## src/logic/bfs_pkg.sv

```systemverilog
package bfs_pkg;
   localparam logic [5:0] SR1_ADDR = 6'h05;
   localparam logic [5:0] SR2_ADDR = 6'h06;
   localparam int SR_W = 24;
   localparam logic [23:0] SR_RESET = 24'h00_0000;
   localparam int PAR_BIT = 0;
   // First status register fields.
   localparam int SR1_VLED1_HI = 23;
   localparam int SR1_VLED1_LO = 16;
   localparam int SR1_VLED2_HI = 15;
   localparam int SR1_VLED2_LO = 8;
   localparam int SR1_CH1_SHORT_CIRCUIT = 7;
   localparam int SR1_SHT2 = 6;
   localparam int SR1_CH1_OVERTEMP_LATCH = 5;
   localparam int SR1_TWH1 = 4;
   localparam int SR1_TWL1 = 3;
   localparam int SR1_MIN1 = 2;
   localparam int SR1_MIN2 = 1;
   // Second status register fields.
   localparam int SR2_CH2_OVERTEMP_LATCH = 23;
   localparam int SR2_TWH2 = 22;
   localparam int SR2_TWL2 = 21;
   localparam int SR2_MAX1 = 20;
   localparam int SR2_MAX2 = 19;
   localparam int SR2_DCLK = 18;
   localparam int SR2_HSUP = 17;
   localparam int SR2_WDST_HI = 16;
   localparam int SR2_WDST_LO = 15;
   localparam int SR2_WDF = 14;
   localparam int SR2_UV = 13;
   localparam int SR2_TOFMIN1 = 12;
   localparam int SR2_TOFMIN2 = 11;
   localparam int SR2_TOFMAX1 = 10;
   localparam int SR2_TOFMAX2 = 9;
   localparam int SR2_NPG = 8;
   localparam int SR2_BSTFB = 6;
   localparam int SR2_DIN = 5;
   // Timing.
   localparam int CLK_MHZ = 40;
   localparam int OVT_FILT_US = 20;
   localparam int OVT_FILT_CYC = OVT_FILT_US * CLK_MHZ;
   localparam int OVT_CNT_W = 10;
   localparam int AUTORESTART_MS = 10;
   localparam int AUTORESTART_CYC = AUTORESTART_MS * 1000 * CLK_MHZ;
   localparam int AR_CNT_W = 19;
   localparam int SHORT_ON_LIMIT = 32;
   localparam int SHORT_CNT_W = 6;
endpackage

```

## src/logic/bfs_therm_if.sv

```systemverilog
`timescale 1ns/10ps
`default_nettype none
interface bfs_therm_if;
   logic ge_shutdown;
   logic below_shutdown_hys;
   logic ge_warn_high;
   logic below_warn_high_hys;
   logic ge_warn_low;
   logic below_warn_low_hys;
   logic hot;
   logic cool;
   logic warn_high;
   logic warn_low;
   modport chan (input ge_shutdown, below_shutdown_hys, ge_warn_high,
      below_warn_high_hys, ge_warn_low, below_warn_low_hys,
      output hot, cool, warn_high, warn_low);
   modport core (output ge_shutdown, below_shutdown_hys, ge_warn_high,
      below_warn_high_hys, ge_warn_low, below_warn_low_hys,
      input hot, cool, warn_high, warn_low);
endinterface
`default_nettype wire

```

## src/logic/bfs_therm_chan.sv

```systemverilog
`timescale 1ns/10ps
`default_nettype none
module bfs_therm_chan
(
   input wire logic i_clk_sys,
   input wire logic i_sys_rst,
   bfs_therm_if.chan th
);
   logic [5:0] sync1_reg;
   logic [5:0] sync2_reg;
   logic [bfs_pkg::OVT_CNT_W-1:0] filt_reg;
   logic [bfs_pkg::OVT_CNT_W-1:0] filt_next;
   logic warn_high_reg;
   logic warn_high_next;
   logic warn_low_reg;
   logic warn_low_next;
   localparam logic [bfs_pkg::OVT_CNT_W-1:0] FILT_MAX =
      bfs_pkg::OVT_CNT_W'(bfs_pkg::OVT_FILT_CYC);

   always_comb
   begin
      filt_next = '0;
      if (sync2_reg[0])
      begin
         filt_next = (filt_reg == FILT_MAX) ? filt_reg : filt_reg + 1'b1;
      end
      warn_high_next = warn_high_reg;
      if (sync2_reg[2])
      begin
         warn_high_next = 1'b1;
      end
      else if (sync2_reg[3])
      begin
         warn_high_next = 1'b0;
      end
      warn_low_next = warn_low_reg;
      if (sync2_reg[4])
      begin
         warn_low_next = 1'b1;
      end
      else if (sync2_reg[5])
      begin
         warn_low_next = 1'b0;
      end
   end

   always_ff @(posedge i_clk_sys)
   begin
      if (i_sys_rst)
      begin
         sync1_reg <= '0;
         sync2_reg <= '0;
         filt_reg <= '0;
         warn_high_reg <= 1'b0;
         warn_low_reg <= 1'b0;
      end
      else
      begin
         sync1_reg <= {th.below_warn_low_hys, th.ge_warn_low,
            th.below_warn_high_hys, th.ge_warn_high,
            th.below_shutdown_hys, th.ge_shutdown};
         sync2_reg <= sync1_reg;
         filt_reg <= filt_next;
         warn_high_reg <= warn_high_next;
         warn_low_reg <= warn_low_next;
      end
   end

   // Hot only once the shutdown level has held for longer than the filter.
   assign th.hot = sync2_reg[0] && (filt_reg == FILT_MAX);
   assign th.cool = sync2_reg[1];
   assign th.warn_high = warn_high_reg;
   assign th.warn_low = warn_low_reg;

   a_warn_high_set: assert property (@(posedge i_clk_sys)
      disable iff (i_sys_rst) sync2_reg[2] |=> warn_high_reg)
      else $error("high warning did not set");
   a_warn_low_clr: assert property (@(posedge i_clk_sys)
      disable iff (i_sys_rst) sync2_reg[5] && !sync2_reg[4] |=> !warn_low_reg)
      else $error("low warning did not clear");
endmodule
`default_nettype wire

```

## src/logic/bfs_fault_status.sv

```systemverilog
// Notes on behaviour
// - Channel one over-temperature latches when hot beyond the filter time, and buck one is held off.
// - The channel one high thermal warning follows temperature with hysteresis and is read-only.
// - The channel one low thermal warning follows temperature with hysteresis and is read-only.
// - Channel one short on-time flag sets after more than 32 short cycles, not necessarily consecutive.
// - Buck one stays disabled while its short on-time flag is set until a read-and-clear.
// - In limp-home an auto-restart clears the channel one short on-time flag every restart period.
// - Channel two short on-time flag sets after more than 32 short cycles, not necessarily consecutive.
// - Buck two stays disabled while its short on-time flag is set until the host clears it or a limp-home auto-restart clears it.
// - Bit zero of every status word is odd parity over the word.
// - The second status register sits at address 0x06 with its documented field layout.
// - Channel one short circuit sets with its short on-time flag when average LED voltage is low.
// - A timeout guard failure outside limp-home sets its flag and enters limp-home mode.
`timescale 1ns/10ps
`default_nettype none
module bfs_fault_status
#(
   parameter int AUTORESTART_CYC = bfs_pkg::AUTORESTART_CYC
)
(
   input wire logic i_clk_sys,
   input wire logic i_sys_rst,
   input wire logic i_ch1_tj_ge_shutdown,
   input wire logic i_ch1_tj_below_shutdown_hys,
   input wire logic i_ch1_tj_ge_warn_high,
   input wire logic i_ch1_tj_below_warn_high_hys,
   input wire logic i_ch1_tj_ge_warn_low,
   input wire logic i_ch1_tj_below_warn_low_hys,
   input wire logic i_ch2_tj_ge_shutdown,
   input wire logic i_ch2_tj_below_shutdown_hys,
   input wire logic i_ch2_tj_ge_warn_high,
   input wire logic i_ch2_tj_below_warn_high_hys,
   input wire logic i_ch2_tj_ge_warn_low,
   input wire logic i_ch2_tj_below_warn_low_hys,
   input wire logic i_ch1_vled_avg_low,
   input wire logic i_dim_input_state,
   input wire logic i_ch1_cycle_done,
   input wire logic i_ch1_ontime_short,
   input wire logic i_ch2_cycle_done,
   input wire logic i_ch2_ontime_short,
   input wire logic [7:0] i_ch1_vled_adc,
   input wire logic [7:0] i_ch2_vled_adc,
   input wire logic i_ch1_long_ontime_evt,
   input wire logic i_ch2_long_ontime_evt,
   input wire logic i_dimming_clock_fault_evt,
   input wire logic i_host_supply_fault,
   input wire logic [1:0] i_wd_status,
   input wire logic i_timeout_guard_fault_evt,
   input wire logic i_battery_undervoltage,
   input wire logic i_ch1_short_offtime,
   input wire logic i_ch2_short_offtime,
   input wire logic i_ch1_long_offtime,
   input wire logic i_ch2_long_offtime,
   input wire logic i_power_not_good,
   input wire logic i_booster_feedback_fault_evt,
   input wire logic i_acc_valid,
   input wire logic [5:0] i_acc_addr,
   input wire logic i_acc_clear,
   output logic [23:0] o_acc_data,
   output logic o_acc_valid,
   output logic o_ch1_buck_en,
   output logic o_ch2_buck_en,
   output logic o_limp_home
);
   localparam logic [bfs_pkg::SHORT_CNT_W-1:0] SHORT_MAX =
      bfs_pkg::SHORT_CNT_W'(bfs_pkg::SHORT_ON_LIMIT);
   bfs_therm_if th1 ();
   bfs_therm_if th2 ();
   logic [1:0] sync1_reg, sync2_reg;
   logic [bfs_pkg::AR_CNT_W-1:0] ar_cnt_reg, ar_cnt_next;
   logic [bfs_pkg::SHORT_CNT_W-1:0] cnt1_reg, cnt1_next, cnt2_reg, cnt2_next;
   logic ch1_overtemp_latch_reg, ch1_overtemp_latch_next, ch2_overtemp_latch_reg, ch2_overtemp_latch_next;
   logic min1_reg, min1_next, min2_reg, min2_next;
   logic ch1_short_circuit_reg, ch1_short_circuit_next, sht2_reg, sht2_next;
   logic max1_reg, max1_next, max2_reg, max2_next;
   logic dclk_reg, dclk_next, wdf_reg, wdf_next, bst_reg, bst_next;
   logic limp_reg, limp_next;
   logic en1_next, en2_next;
   logic [23:0] data_next, sr1_word, sr2_word;
   logic ar_tick, clr1, clr2, ev1, ev2, set1, set2;

   assign th1.ge_shutdown = i_ch1_tj_ge_shutdown;
   assign th1.below_shutdown_hys = i_ch1_tj_below_shutdown_hys;
   assign th1.ge_warn_high = i_ch1_tj_ge_warn_high;
   assign th1.below_warn_high_hys = i_ch1_tj_below_warn_high_hys;
   assign th1.ge_warn_low = i_ch1_tj_ge_warn_low;
   assign th1.below_warn_low_hys = i_ch1_tj_below_warn_low_hys;
   assign th2.ge_shutdown = i_ch2_tj_ge_shutdown;
   assign th2.below_shutdown_hys = i_ch2_tj_below_shutdown_hys;
   assign th2.ge_warn_high = i_ch2_tj_ge_warn_high;
   assign th2.below_warn_high_hys = i_ch2_tj_below_warn_high_hys;
   assign th2.ge_warn_low = i_ch2_tj_ge_warn_low;
   assign th2.below_warn_low_hys = i_ch2_tj_below_warn_low_hys;

   bfs_therm_chan u_therm1 (.i_clk_sys(i_clk_sys), .i_sys_rst(i_sys_rst),
      .th(th1.chan));
   bfs_therm_chan u_therm2 (.i_clk_sys(i_clk_sys), .i_sys_rst(i_sys_rst),
      .th(th2.chan));

   always_comb
   begin
      sr1_word = bfs_pkg::SR_RESET;
      sr1_word[bfs_pkg::SR1_VLED1_HI:bfs_pkg::SR1_VLED1_LO] = i_ch1_vled_adc;
      sr1_word[bfs_pkg::SR1_VLED2_HI:bfs_pkg::SR1_VLED2_LO] = i_ch2_vled_adc;
      sr1_word[bfs_pkg::SR1_CH1_SHORT_CIRCUIT] = ch1_short_circuit_reg;
      sr1_word[bfs_pkg::SR1_SHT2] = sht2_reg;
      sr1_word[bfs_pkg::SR1_CH1_OVERTEMP_LATCH] = ch1_overtemp_latch_reg;
      sr1_word[bfs_pkg::SR1_TWH1] = th1.warn_high;
      sr1_word[bfs_pkg::SR1_TWL1] = th1.warn_low;
      sr1_word[bfs_pkg::SR1_MIN1] = min1_reg;
      sr1_word[bfs_pkg::SR1_MIN2] = min2_reg;
      sr2_word = bfs_pkg::SR_RESET;
      sr2_word[bfs_pkg::SR2_CH2_OVERTEMP_LATCH] = ch2_overtemp_latch_reg;
      sr2_word[bfs_pkg::SR2_TWH2] = th2.warn_high;
      sr2_word[bfs_pkg::SR2_TWL2] = th2.warn_low;
      sr2_word[bfs_pkg::SR2_MAX1] = max1_reg;
      sr2_word[bfs_pkg::SR2_MAX2] = max2_reg;
      sr2_word[bfs_pkg::SR2_DCLK] = dclk_reg;
      sr2_word[bfs_pkg::SR2_HSUP] = i_host_supply_fault;
      sr2_word[bfs_pkg::SR2_WDST_HI:bfs_pkg::SR2_WDST_LO] = i_wd_status;
      sr2_word[bfs_pkg::SR2_WDF] = wdf_reg;
      sr2_word[bfs_pkg::SR2_UV] = i_battery_undervoltage;
      sr2_word[bfs_pkg::SR2_TOFMIN1] = i_ch1_short_offtime;
      sr2_word[bfs_pkg::SR2_TOFMIN2] = i_ch2_short_offtime;
      sr2_word[bfs_pkg::SR2_TOFMAX1] = i_ch1_long_offtime;
      sr2_word[bfs_pkg::SR2_TOFMAX2] = i_ch2_long_offtime;
      sr2_word[bfs_pkg::SR2_NPG] = i_power_not_good;
      sr2_word[bfs_pkg::SR2_BSTFB] = bst_reg;
      sr2_word[bfs_pkg::SR2_DIN] = sync2_reg[1];
   end

   always_comb
   begin
      ar_tick = limp_reg &&
         (ar_cnt_reg == bfs_pkg::AR_CNT_W'(AUTORESTART_CYC - 1));
      ar_cnt_next = (!limp_reg || ar_tick) ? '0 : ar_cnt_reg + 1'b1;
      clr1 = i_acc_valid && i_acc_clear && (i_acc_addr == bfs_pkg::SR1_ADDR);
      clr2 = i_acc_valid && i_acc_clear && (i_acc_addr == bfs_pkg::SR2_ADDR);
      ev1 = i_ch1_cycle_done && i_ch1_ontime_short && !min1_reg;
      ev2 = i_ch2_cycle_done && i_ch2_ontime_short && !min2_reg;
      set1 = ev1 && (cnt1_reg == SHORT_MAX);
      set2 = ev2 && (cnt2_reg == SHORT_MAX);
      // A set arriving with a clear wins, so no event is lost.
      min1_next = set1 || (min1_reg && !(clr1 || ar_tick));
      min2_next = set2 || (min2_reg && !(clr1 || ar_tick));
      cnt1_next = cnt1_reg;
      if (min1_reg && !min1_next)
      begin
         cnt1_next = '0;
      end
      else if (ev1 && cnt1_reg != SHORT_MAX)
      begin
         cnt1_next = cnt1_reg + 1'b1;
      end
      cnt2_next = cnt2_reg;
      if (min2_reg && !min2_next)
      begin
         cnt2_next = '0;
      end
      else if (ev2 && cnt2_reg != SHORT_MAX)
      begin
         cnt2_next = cnt2_reg + 1'b1;
      end
      ch1_short_circuit_next = (set1 && sync2_reg[0]) ||
         (ch1_short_circuit_reg && !(clr1 || ar_tick));
      sht2_next = sht2_reg && !clr1;
      ch1_overtemp_latch_next = th1.hot ||
         (ch1_overtemp_latch_reg && !((clr1 && th1.cool) || ar_tick));
      ch2_overtemp_latch_next = th2.hot || (ch2_overtemp_latch_reg && !((clr2 && th2.cool) || ar_tick));
      max1_next = i_ch1_long_ontime_evt || (max1_reg && !(clr2 || ar_tick));
      max2_next = i_ch2_long_ontime_evt || (max2_reg && !clr2);
      dclk_next = i_dimming_clock_fault_evt || (dclk_reg && !clr2);
      bst_next = i_booster_feedback_fault_evt || (bst_reg && !clr2);
      wdf_next = (i_timeout_guard_fault_evt && !limp_reg) ||
         (wdf_reg && !clr2);
      limp_next = wdf_next || i_host_supply_fault;
      en1_next = !(ch1_overtemp_latch_next || min1_next || ch1_short_circuit_next);
      en2_next = !(ch2_overtemp_latch_next || min2_next || sht2_next);
      data_next = o_acc_data;
      if (i_acc_valid)
      begin
         data_next = bfs_pkg::SR_RESET;
         if (i_acc_addr == bfs_pkg::SR1_ADDR)
         begin
            data_next = sr1_word;
         end
         else if (i_acc_addr == bfs_pkg::SR2_ADDR)
         begin
            data_next = sr2_word;
         end
         data_next[bfs_pkg::PAR_BIT] = ~^data_next[23:1];
      end
   end

   always_ff @(posedge i_clk_sys)
   begin
      if (i_sys_rst)
      begin
         sync1_reg <= '0;
         sync2_reg <= '0;
         ar_cnt_reg <= '0;
         cnt1_reg <= '0;
         cnt2_reg <= '0;
         {ch1_overtemp_latch_reg, ch2_overtemp_latch_reg, min1_reg, min2_reg} <= '0;
         {ch1_short_circuit_reg, sht2_reg, max1_reg, max2_reg} <= '0;
         {dclk_reg, wdf_reg, bst_reg, limp_reg} <= '0;
         o_acc_data <= bfs_pkg::SR_RESET;
         o_acc_valid <= 1'b0;
         o_ch1_buck_en <= 1'b0;
         o_ch2_buck_en <= 1'b0;
         o_limp_home <= 1'b0;
      end
      else
      begin
         sync1_reg <= {i_dim_input_state, i_ch1_vled_avg_low};
         sync2_reg <= sync1_reg;
         ar_cnt_reg <= ar_cnt_next;
         cnt1_reg <= cnt1_next;
         cnt2_reg <= cnt2_next;
         {ch1_overtemp_latch_reg, ch2_overtemp_latch_reg, min1_reg, min2_reg} <=
            {ch1_overtemp_latch_next, ch2_overtemp_latch_next, min1_next, min2_next};
         {ch1_short_circuit_reg, sht2_reg, max1_reg, max2_reg} <=
            {ch1_short_circuit_next, sht2_next, max1_next, max2_next};
         {dclk_reg, wdf_reg, bst_reg, limp_reg} <=
            {dclk_next, wdf_next, bst_next, limp_next};
         o_acc_data <= data_next;
         o_acc_valid <= i_acc_valid;
         o_ch1_buck_en <= en1_next;
         o_ch2_buck_en <= en2_next;
         o_limp_home <= limp_next;
      end
   end

   a_ch1_overtemp_latch_latch: assert property (@(posedge i_clk_sys)
      disable iff (i_sys_rst) th1.hot |=> ch1_overtemp_latch_reg && !o_ch1_buck_en)
      else $error("overtemp did not latch");
   a_ch1_overtemp_latch_hot_hold: assert property (@(posedge i_clk_sys)
      disable iff (i_sys_rst) ch1_overtemp_latch_reg && clr1 && !th1.cool && !limp_reg
      |=> ch1_overtemp_latch_reg) else $error("overtemp cleared while hot");
   a_min1_set: assert property (@(posedge i_clk_sys)
      disable iff (i_sys_rst) ev1 && cnt1_reg == SHORT_MAX |=> min1_reg)
      else $error("short on-time one missed");
   a_buck1_hold: assert property (@(posedge i_clk_sys)
      disable iff (i_sys_rst) min1_reg && !clr1 && !ar_tick
      |=> min1_reg && !o_ch1_buck_en) else $error("buck one not held");
   a_min1_restart: assert property (@(posedge i_clk_sys)
      disable iff (i_sys_rst) ar_tick && min1_reg |=> !min1_reg)
      else $error("auto restart failed");
   a_min2_set: assert property (@(posedge i_clk_sys)
      disable iff (i_sys_rst) ev2 && cnt2_reg == SHORT_MAX
      |=> min2_reg && !o_ch2_buck_en) else $error("short on-time two missed");
   a_buck2_hold: assert property (@(posedge i_clk_sys)
      disable iff (i_sys_rst) min2_reg && !clr1 && !ar_tick
      |=> !o_ch2_buck_en) else $error("buck two not held");
   a_odd_parity: assert property (@(posedge i_clk_sys)
      disable iff (i_sys_rst) o_acc_valid |-> ^o_acc_data)
      else $error("status parity not odd");
   a_sr2_layout: assert property (@(posedge i_clk_sys)
      disable iff (i_sys_rst) i_acc_valid && i_acc_addr == bfs_pkg::SR2_ADDR
      |=> o_acc_data[bfs_pkg::SR2_CH2_OVERTEMP_LATCH] == $past(ch2_overtemp_latch_reg)
      && o_acc_data[bfs_pkg::SR2_WDF] == $past(wdf_reg))
      else $error("second register word wrong");
   a_ch1_short_circuit_set: assert property (@(posedge i_clk_sys)
      disable iff (i_sys_rst) set1 && sync2_reg[0] |=> ch1_short_circuit_reg && min1_reg)
      else $error("short circuit missed");
   a_guard_limp: assert property (@(posedge i_clk_sys)
      disable iff (i_sys_rst) i_timeout_guard_fault_evt && !limp_reg
      |=> wdf_reg && o_limp_home) else $error("limp home not entered");
   a_cnt_restart: assert property (@(posedge i_clk_sys)
      disable iff (i_sys_rst) $fell(min1_reg) |-> cnt1_reg == '0)
      else $error("counter not restarted");
endmodule
`default_nettype wire

```

## config.mk

```make
export PLATFORM = sky130hd
export DESIGN_NAME = bfs_fault_status
export DESIGN_NICKNAME = d
export VERILOG_FILES = /design/src/logic/bfs_pkg.sv /design/src/logic/bfs_therm_if.sv /design/src/logic/bfs_therm_chan.sv /design/src/logic/bfs_fault_status.sv
export SDC_FILE = /design/constraint.sdc
export NUM_CORES = 1
export LEC_CHECK = 0
export BUFFER_PORTS_ARGS = -buffer_cell sky130_fd_sc_hd__buf_4
export CAP_MARGIN = 10
export CORE_AREA = 2 2 174 108
export DETAILED_ROUTE_END_ITERATION = 6
export DIE_AREA = 0 0 176 110
export SLEW_MARGIN = 0
export SYNTH_ARGS = -nofsm -noshare
export SYNTH_HDL_FRONTEND = slang
export SYNTH_SLANG_ARGS = --single-unit
```

## constraint.sdc

```tcl
create_clock -name i_clk_sys -period 2.3 [get_ports i_clk_sys]
set_clock_uncertainty 0.1 [all_clocks]
set_input_delay 0.345 -clock i_clk_sys [delete_from_list [all_inputs] [get_ports i_clk_sys]]
set_output_delay 0.345 -clock i_clk_sys [all_outputs]
set_load 0.05 [all_outputs]
```

==> results.yml, run 1 <==
global_route:
  grt_pass1_wl_mm: 20.7
  grt.overflow.total: 0
  grt_max_degree: 45
  track_usage: 0.139
  grt_pass1_vias: 3993
  antenna_found_initial: 0
place:
  gp_congestion: 0.797
  place_area_um2: 6280
  dp.final_hpwl_mm: 9.34
  dpl.cell_count: 906
  io_buffers: 85
sta:
  finalCriticalPeriod_ns: 2.17
  holdWs_ns: 0.0401
  maxSlewViolCount: 0
  slew-limit-headroom: 0.614
  rsz0062_at_grt: "no"
  finalCritPeriodShare: 0.942
  hold_viol: 0
  tightest_slew_ns: 0.575
  clock.fmax_ghz: 0.462
  setup_viol: 0
synth:
  synthCells: 577
  avgSynthCellArea_um2: 9.08
  ys_seq_area_frac: 0.466
  synth_edf_count: 0
  ys_ff_latch: 122
  yosys.area_share.xor_xnor: 0.102
  synth_flop_cell: "dfxtp_1"
  synth_top_cell_by_area: "dfxtp_1"
  syn_area_um2: 5240
  synthAdderAreaFrac: 0.0215
  synth_top_family_by_area: "simple AND/OR/NAND/NOR gates"
  synth_cell_type_count: 51
  synth_compound_area_frac: 0.0984
  yosys-top-cells-area: "dfxtp_1, nor2_1, xor2_1"
  ys_warn_count: 0
  synth_top_area_share: 0.466
  async_flop_share: 0
  synthMuxAreaShare: 0.00621
  yosys.area_share.simple: 0.270
  syn_nets: 644
route:
  drc: 0
  firstDrtPassIters: 4
  wire_per_inst_um: 13.5
  via_per_inst: 4.47
  ant_nets: 0
  drtIter0Drc: 289
  vias: 4191
  routed_wl_mm: 12.6
worst_setup_path:
  worstPathArrival_ns: 2.39
  worst_ep_required_time_ns: 2.52
  path_class: "flip-flop to flip-flop"
  crit_family: "simple AND/OR/NAND/NOR gates"
  crit_chain: "and4_4, and3_4, nand2_2, nor4_4, nand2_2, and2_4, a22o_1, nor4b_2"
  crit_path_end_kind: "flip-flop"
  slowest_stage: "dfxtp_1"
  critPathBufInv: 0
  cp_common_cell: "nand2_2"
  timing.rr.start: "ar_cnt_reg[5]$_SDFF_PP0_"
  worst_setup_path_start_kind: "flip-flop"
  r2r_setup_slack_ns: 0.13
  cp_max_fo: 4
  max_stage_delay_ns: 0.36
  crit_path_start: "ar_cnt_reg[5]$_SDFF_PP0_"
floorplan:
  die_w_um: 176
  die_y_um: 110
  die-area_um2: 19400
  num_rows: 38
  core-area_um2: 17700
  start_util: 0.295
  io_pins: 86
status:
  status: "finished, final reports clean"
cts:
  cts_htree_levels: 4
  clk_pin_slew_ns: 0.06
  post_cts_buffers: 0
  cts_num_sinks: 122
  clockBufferDepth: 2
  clock_latency_ns: 0.41
  cts_tree: "yes"
  cts_root_buf: "clkbuf_16"
  cts_buffers: 17
cells_and_area:
  mostFrequentLayoutCells: "dfxtp_1, buf_4, nor2_1"
  mostFrequentLayoutCell: "dfxtp_1"
  largest_reg_flops: 24
  final_area_um2: 6890
  drive_gt1_frac: 0.234
  layoutNonFillerInstCount: 938
  fin_nets: 752
  antennaDiodeCount: 0
  post-route-util: 0.388
  area_growth_syn_to_layout_pct: 31.5
flow_run:
  max_cap_viol_count: 0
min_path:
  hp-start: "i_ch1_tj_below_warn_high_hys"
  hp-class: "input port to flip-flop"
power:
  p_leak_nw: 2.69
  peakVddDrop_mv: 0.491
  finalPower_mw: 5.33
  pwr_density_cell_nw_per_um2: 774
-- metrics by stage --
stage                     setup TNS, ns  setup WS [ns]
final                                 0          0.134
after global routing                  0         0.0111
after CTS                             0         0.0875
after detailed placement         -0.231         -0.179
after global placement           -0.164         -0.160
after floorplan                       0         0.0908
-- final timing paths --
kind,end,depth (start not counted)
setup / recovery,o_ch2_buck_en$_SDFF_PP0_,8
hold / removal,u_therm1.sync1_reg[3]$_SDFF_PP0_,2
setup reg to reg,o_ch2_buck_en$_SDFF_PP0_,8
hold reg to reg,u_therm2.sync2_reg[5]$_SDFF_PP0_,1
-- what timing repair did --
action / CTS / global route
endpoints found under the setup margin: 0 / 1
hold buffers: 0 / 0
resized for setup: 0 / 1
-- Yosys cell counts, types with 4 or more instances --
cell,count
nor2b_1,47
xnor2_1,16
and3_1,6
inv_1,19
dfxtp_1,122
clkbuf_1,17
buf_2,4
ha_1,9
a22oi_1,19
nand4_1,10
nand2b_1,8
a21oi_1,20
nand3_1,38
a211oi_1,15
o21ai_0,9
nand2_1,20
nor2_1,95
nor3_1,5
nand3b_1,11
xor2_1,36
nand4b_1,5
-- cell type report --
class                   count  area, um^2
inverters                  19        71.3
multi-input cells         410        2610
clock inverters            14         160
fillers                  1804       10800
well taps                 240         300
flip-flops and latches    122        2440
clock buffers              18         439
repair buffers            115         863
-- power by group --
part	internal [mW]	leakage, nW	switching (mW)
Clock	1.65	0.292	1.05
Combinational	0.183	1.40	0.229
Sequential	2.18	0.996	0.0406
Total	4.01	2.69	1.32
-- cells by family after synthesis --
logic type      after synthesis
mux                           3
compound gates               77
xor+xnor                     56
fa+ha+maj                     9
flops                       122
buf+inv                      45
simple gates                265
-- routing by layer --
layer	GRT usage	vias to the layer above	share of wire
li1	-	2183	-
met3	0.0405	2	0.040
met2	0.198	87	0.41
met4	0.0425	0	0.0039
met1	0.201	1919	0.55
met5	0	-	0
(Power assumes the default switching activity.)
==> run 2: changes to the inputs <==
- CORE_AREA: 2 2 174 108 -> 2 2 134 84
- DIE_AREA: 0 0 176 110 -> 0 0 136 86
- PLACE_DENSITY: default -> 0.75
- SETUP_SLACK_MARGIN: default -> 0.5
==> run 2 against run 1 <==
Net effect: fmax increased by 4.5%; sequential power about the same; global-route usage increased by 7.8 points; clock power decreased by 12%; sequential share of layout area increased by 0.78 points; total power decreased by 5.9%; wire length decreased by 2.9%; cell count decreased by 11%; clock-buffer cell count increased by 3; design area decreased by 1.5%; critical endpoint unchanged.
==> results.yml, run 2 (same netlist as run 1, synthesis figures left out) <==
status:
  status: "finished, final reports clean"
worst_setup_path:
  worst_setup_path_start_kind: "flip-flop"
  crit_path_start: "ar_cnt_reg[8]$_SDFF_PP0_"
  worst_ep_required_time_ns: 2.52
  path_class: "flip-flop to flip-flop"
  worstPathArrival_ns: 2.30
  crit_path_end_kind: "flip-flop"
  endpoint: "o_ch2_buck_en$_SDFF_PP0_"
  r2r_setup_slack_ns: 0.23
  cp_max_fo: 3
  reg2reg_depth: 6
  timing.rr.start: "ar_cnt_reg[8]$_SDFF_PP0_"
  rr_endpoint: "o_ch2_buck_en$_SDFF_PP0_"
cells_and_area:
  fin_nets: 750
  largest_reg_flops: 24
  area_growth_syn_to_layout_pct: 29.4
  mostFrequentLayoutCells: "dfxtp_1, buf_4, nor2_1"
  antennaDiodeCount: 0
  drive_gt1_frac: 0.258
route:
  drtIter0Drc: 325
  firstDrtPassIters: 4
  drc: 0
  vias: 4351
  routed_wl_mm: 12.3
  via_per_inst: 5.22
  ant_nets: 0
  wire_per_inst_um: 14.7
floorplan:
  die-area_um2: 11700
  io_pins: 86
  start_util: 0.505
  die_y_um: 86
  core-area_um2: 10400
  die_w_um: 136
  num_rows: 29
sta:
  finalSetupTns_ns: 0
  slew-limit-headroom: 0.652
  hold_viol: 0
  finalCritPeriodShare: 0.901
  rsz0062_at_grt: "yes"
  tightest_slew_ns: 0.518
  finalCriticalPeriod_ns: 2.07
  setup_viol: 0
  clock.fmax_ghz: 0.482
  maxSlewViolCount: 0
cts:
  clockBufferDepth: 2
  cts_buffers: 17
  cts_root_buf: "clkbuf_16"
  cts_tree: "yes"
  cts_num_sinks: 122
  cts_htree_levels: 4
  clk_pin_slew_ns: 0.05
  clock_latency_ns: 0.41
min_path:
  hp-class: "input port to flip-flop"
  min_path_cells: 2
power:
  pwr_density_cell_nw_per_um2: 740
  finalPower_mw: 5.02
  peakVddDrop_mv: 0.626
  p_leak_nw: 2.66
global_route:
  grt.overflow.total: 0
  grt_pass1_vias: 3986
  grt_pass1_wl_mm: 19.5
  antenna_found_initial: 0
  track_usage: 0.216
  grt_max_degree: 50
place:
  gp_congestion: 0.800
  dp.final_hpwl_mm: 8.73
  io_buffers: 85
flow_run:
  max_cap_viol_count: 0
run 2: timing repair:
item,4_1_cts,5_1_grt
gates cloned,0,0
pin swaps,10,5
resized for setup,12,8
endpoints found under the setup margin,39,41
hold endpoints to repair,0,0
buffers inserted,6,4
hold buffers,0,0
run 2: where the power goes:
group	internal (mW)	switching [mW]
combinational	0.183	0.226
clock	1.49	0.899
sequential	2.18	0.0446
total	3.85	1.17
run 2: layout make-up:
class | instances | area [um^2]
well taps | 139 | 174
clock inverters | 9 | 76.3
fillers | 836 | 3600
repair buffers | 113 | 852
inverters | 19 | 71.3
multi-input cells | 410 | 2700
clock buffers | 21 | 450
flip-flops and latches | 122 | 2460
run 2: metrics by stage:
stage / instance area [um^2] / std cells / util / worst slack [ns] / hold slack, ns
final: 6780 / 833 / 0.653 / 0.227 / 0.0409
after global placement: 6090 / 793 / 0.587 / -0.0739 / 0.321
after global routing: 6780 / 833 / 0.653 / 0.120 / 0.0332
after detailed placement: 6090 / 793 / 0.587 / -0.0979 / 0.324
after CTS: 6710 / 829 / 0.646 / 0.269 / 0.0303
after floorplan: 5270 / 577 / - / 0.101 / 0.313
run 2: how the worst min path moves through the flow:
stage / startpoint / end / slack, ns
6_report: i_ch1_tj_ge_warn_low / u_therm1.sync1_reg[4]$_SDFF_PP0_ / 0.04
5_1_grt: i_ch1_tj_ge_warn_low / u_therm1.sync1_reg[4]$_SDFF_PP0_ / 0.03
4_1_cts: i_ch1_long_ontime_evt / max1_reg$_SDFF_PP0_ / 0.03
3_5_place_dp: u_therm2.sync1_reg[0]$_SDFF_PP0_ / u_therm2.sync2_reg[0]$_SDFF_PP0_ / 0.32
3_3_place_gp: u_therm2.sync2_reg[4]$_SDFF_PP0_ / u_therm2.th.warn_low$_SDFFE_PP0P_ / 0.32
2_1_floorplan: u_therm1.sync2_reg[2]$_SDFF_PP0_ / u_therm1.th.warn_high$_SDFFE_PP0P_ / 0.31
run 2: per-layer routing:
metal	global-route usage	vias to the layer above	share of wire
met1	0.308	2049	0.48
met2	0.316	116	0.43
met4	0.0606	0	0.012
met3	0.0680	12	0.072
met5	0	-	0
li1	-	2174	-
run 2: worst max-delay path, stage by stage (launching register included):
cell and delay, ns:
dfxtp_2 0.32, or4b_4 0.54, nor4_4 0.33, nand2_2 0.12, and2_4 0.15, a22o_1 0.23
nor4b_2 0.21
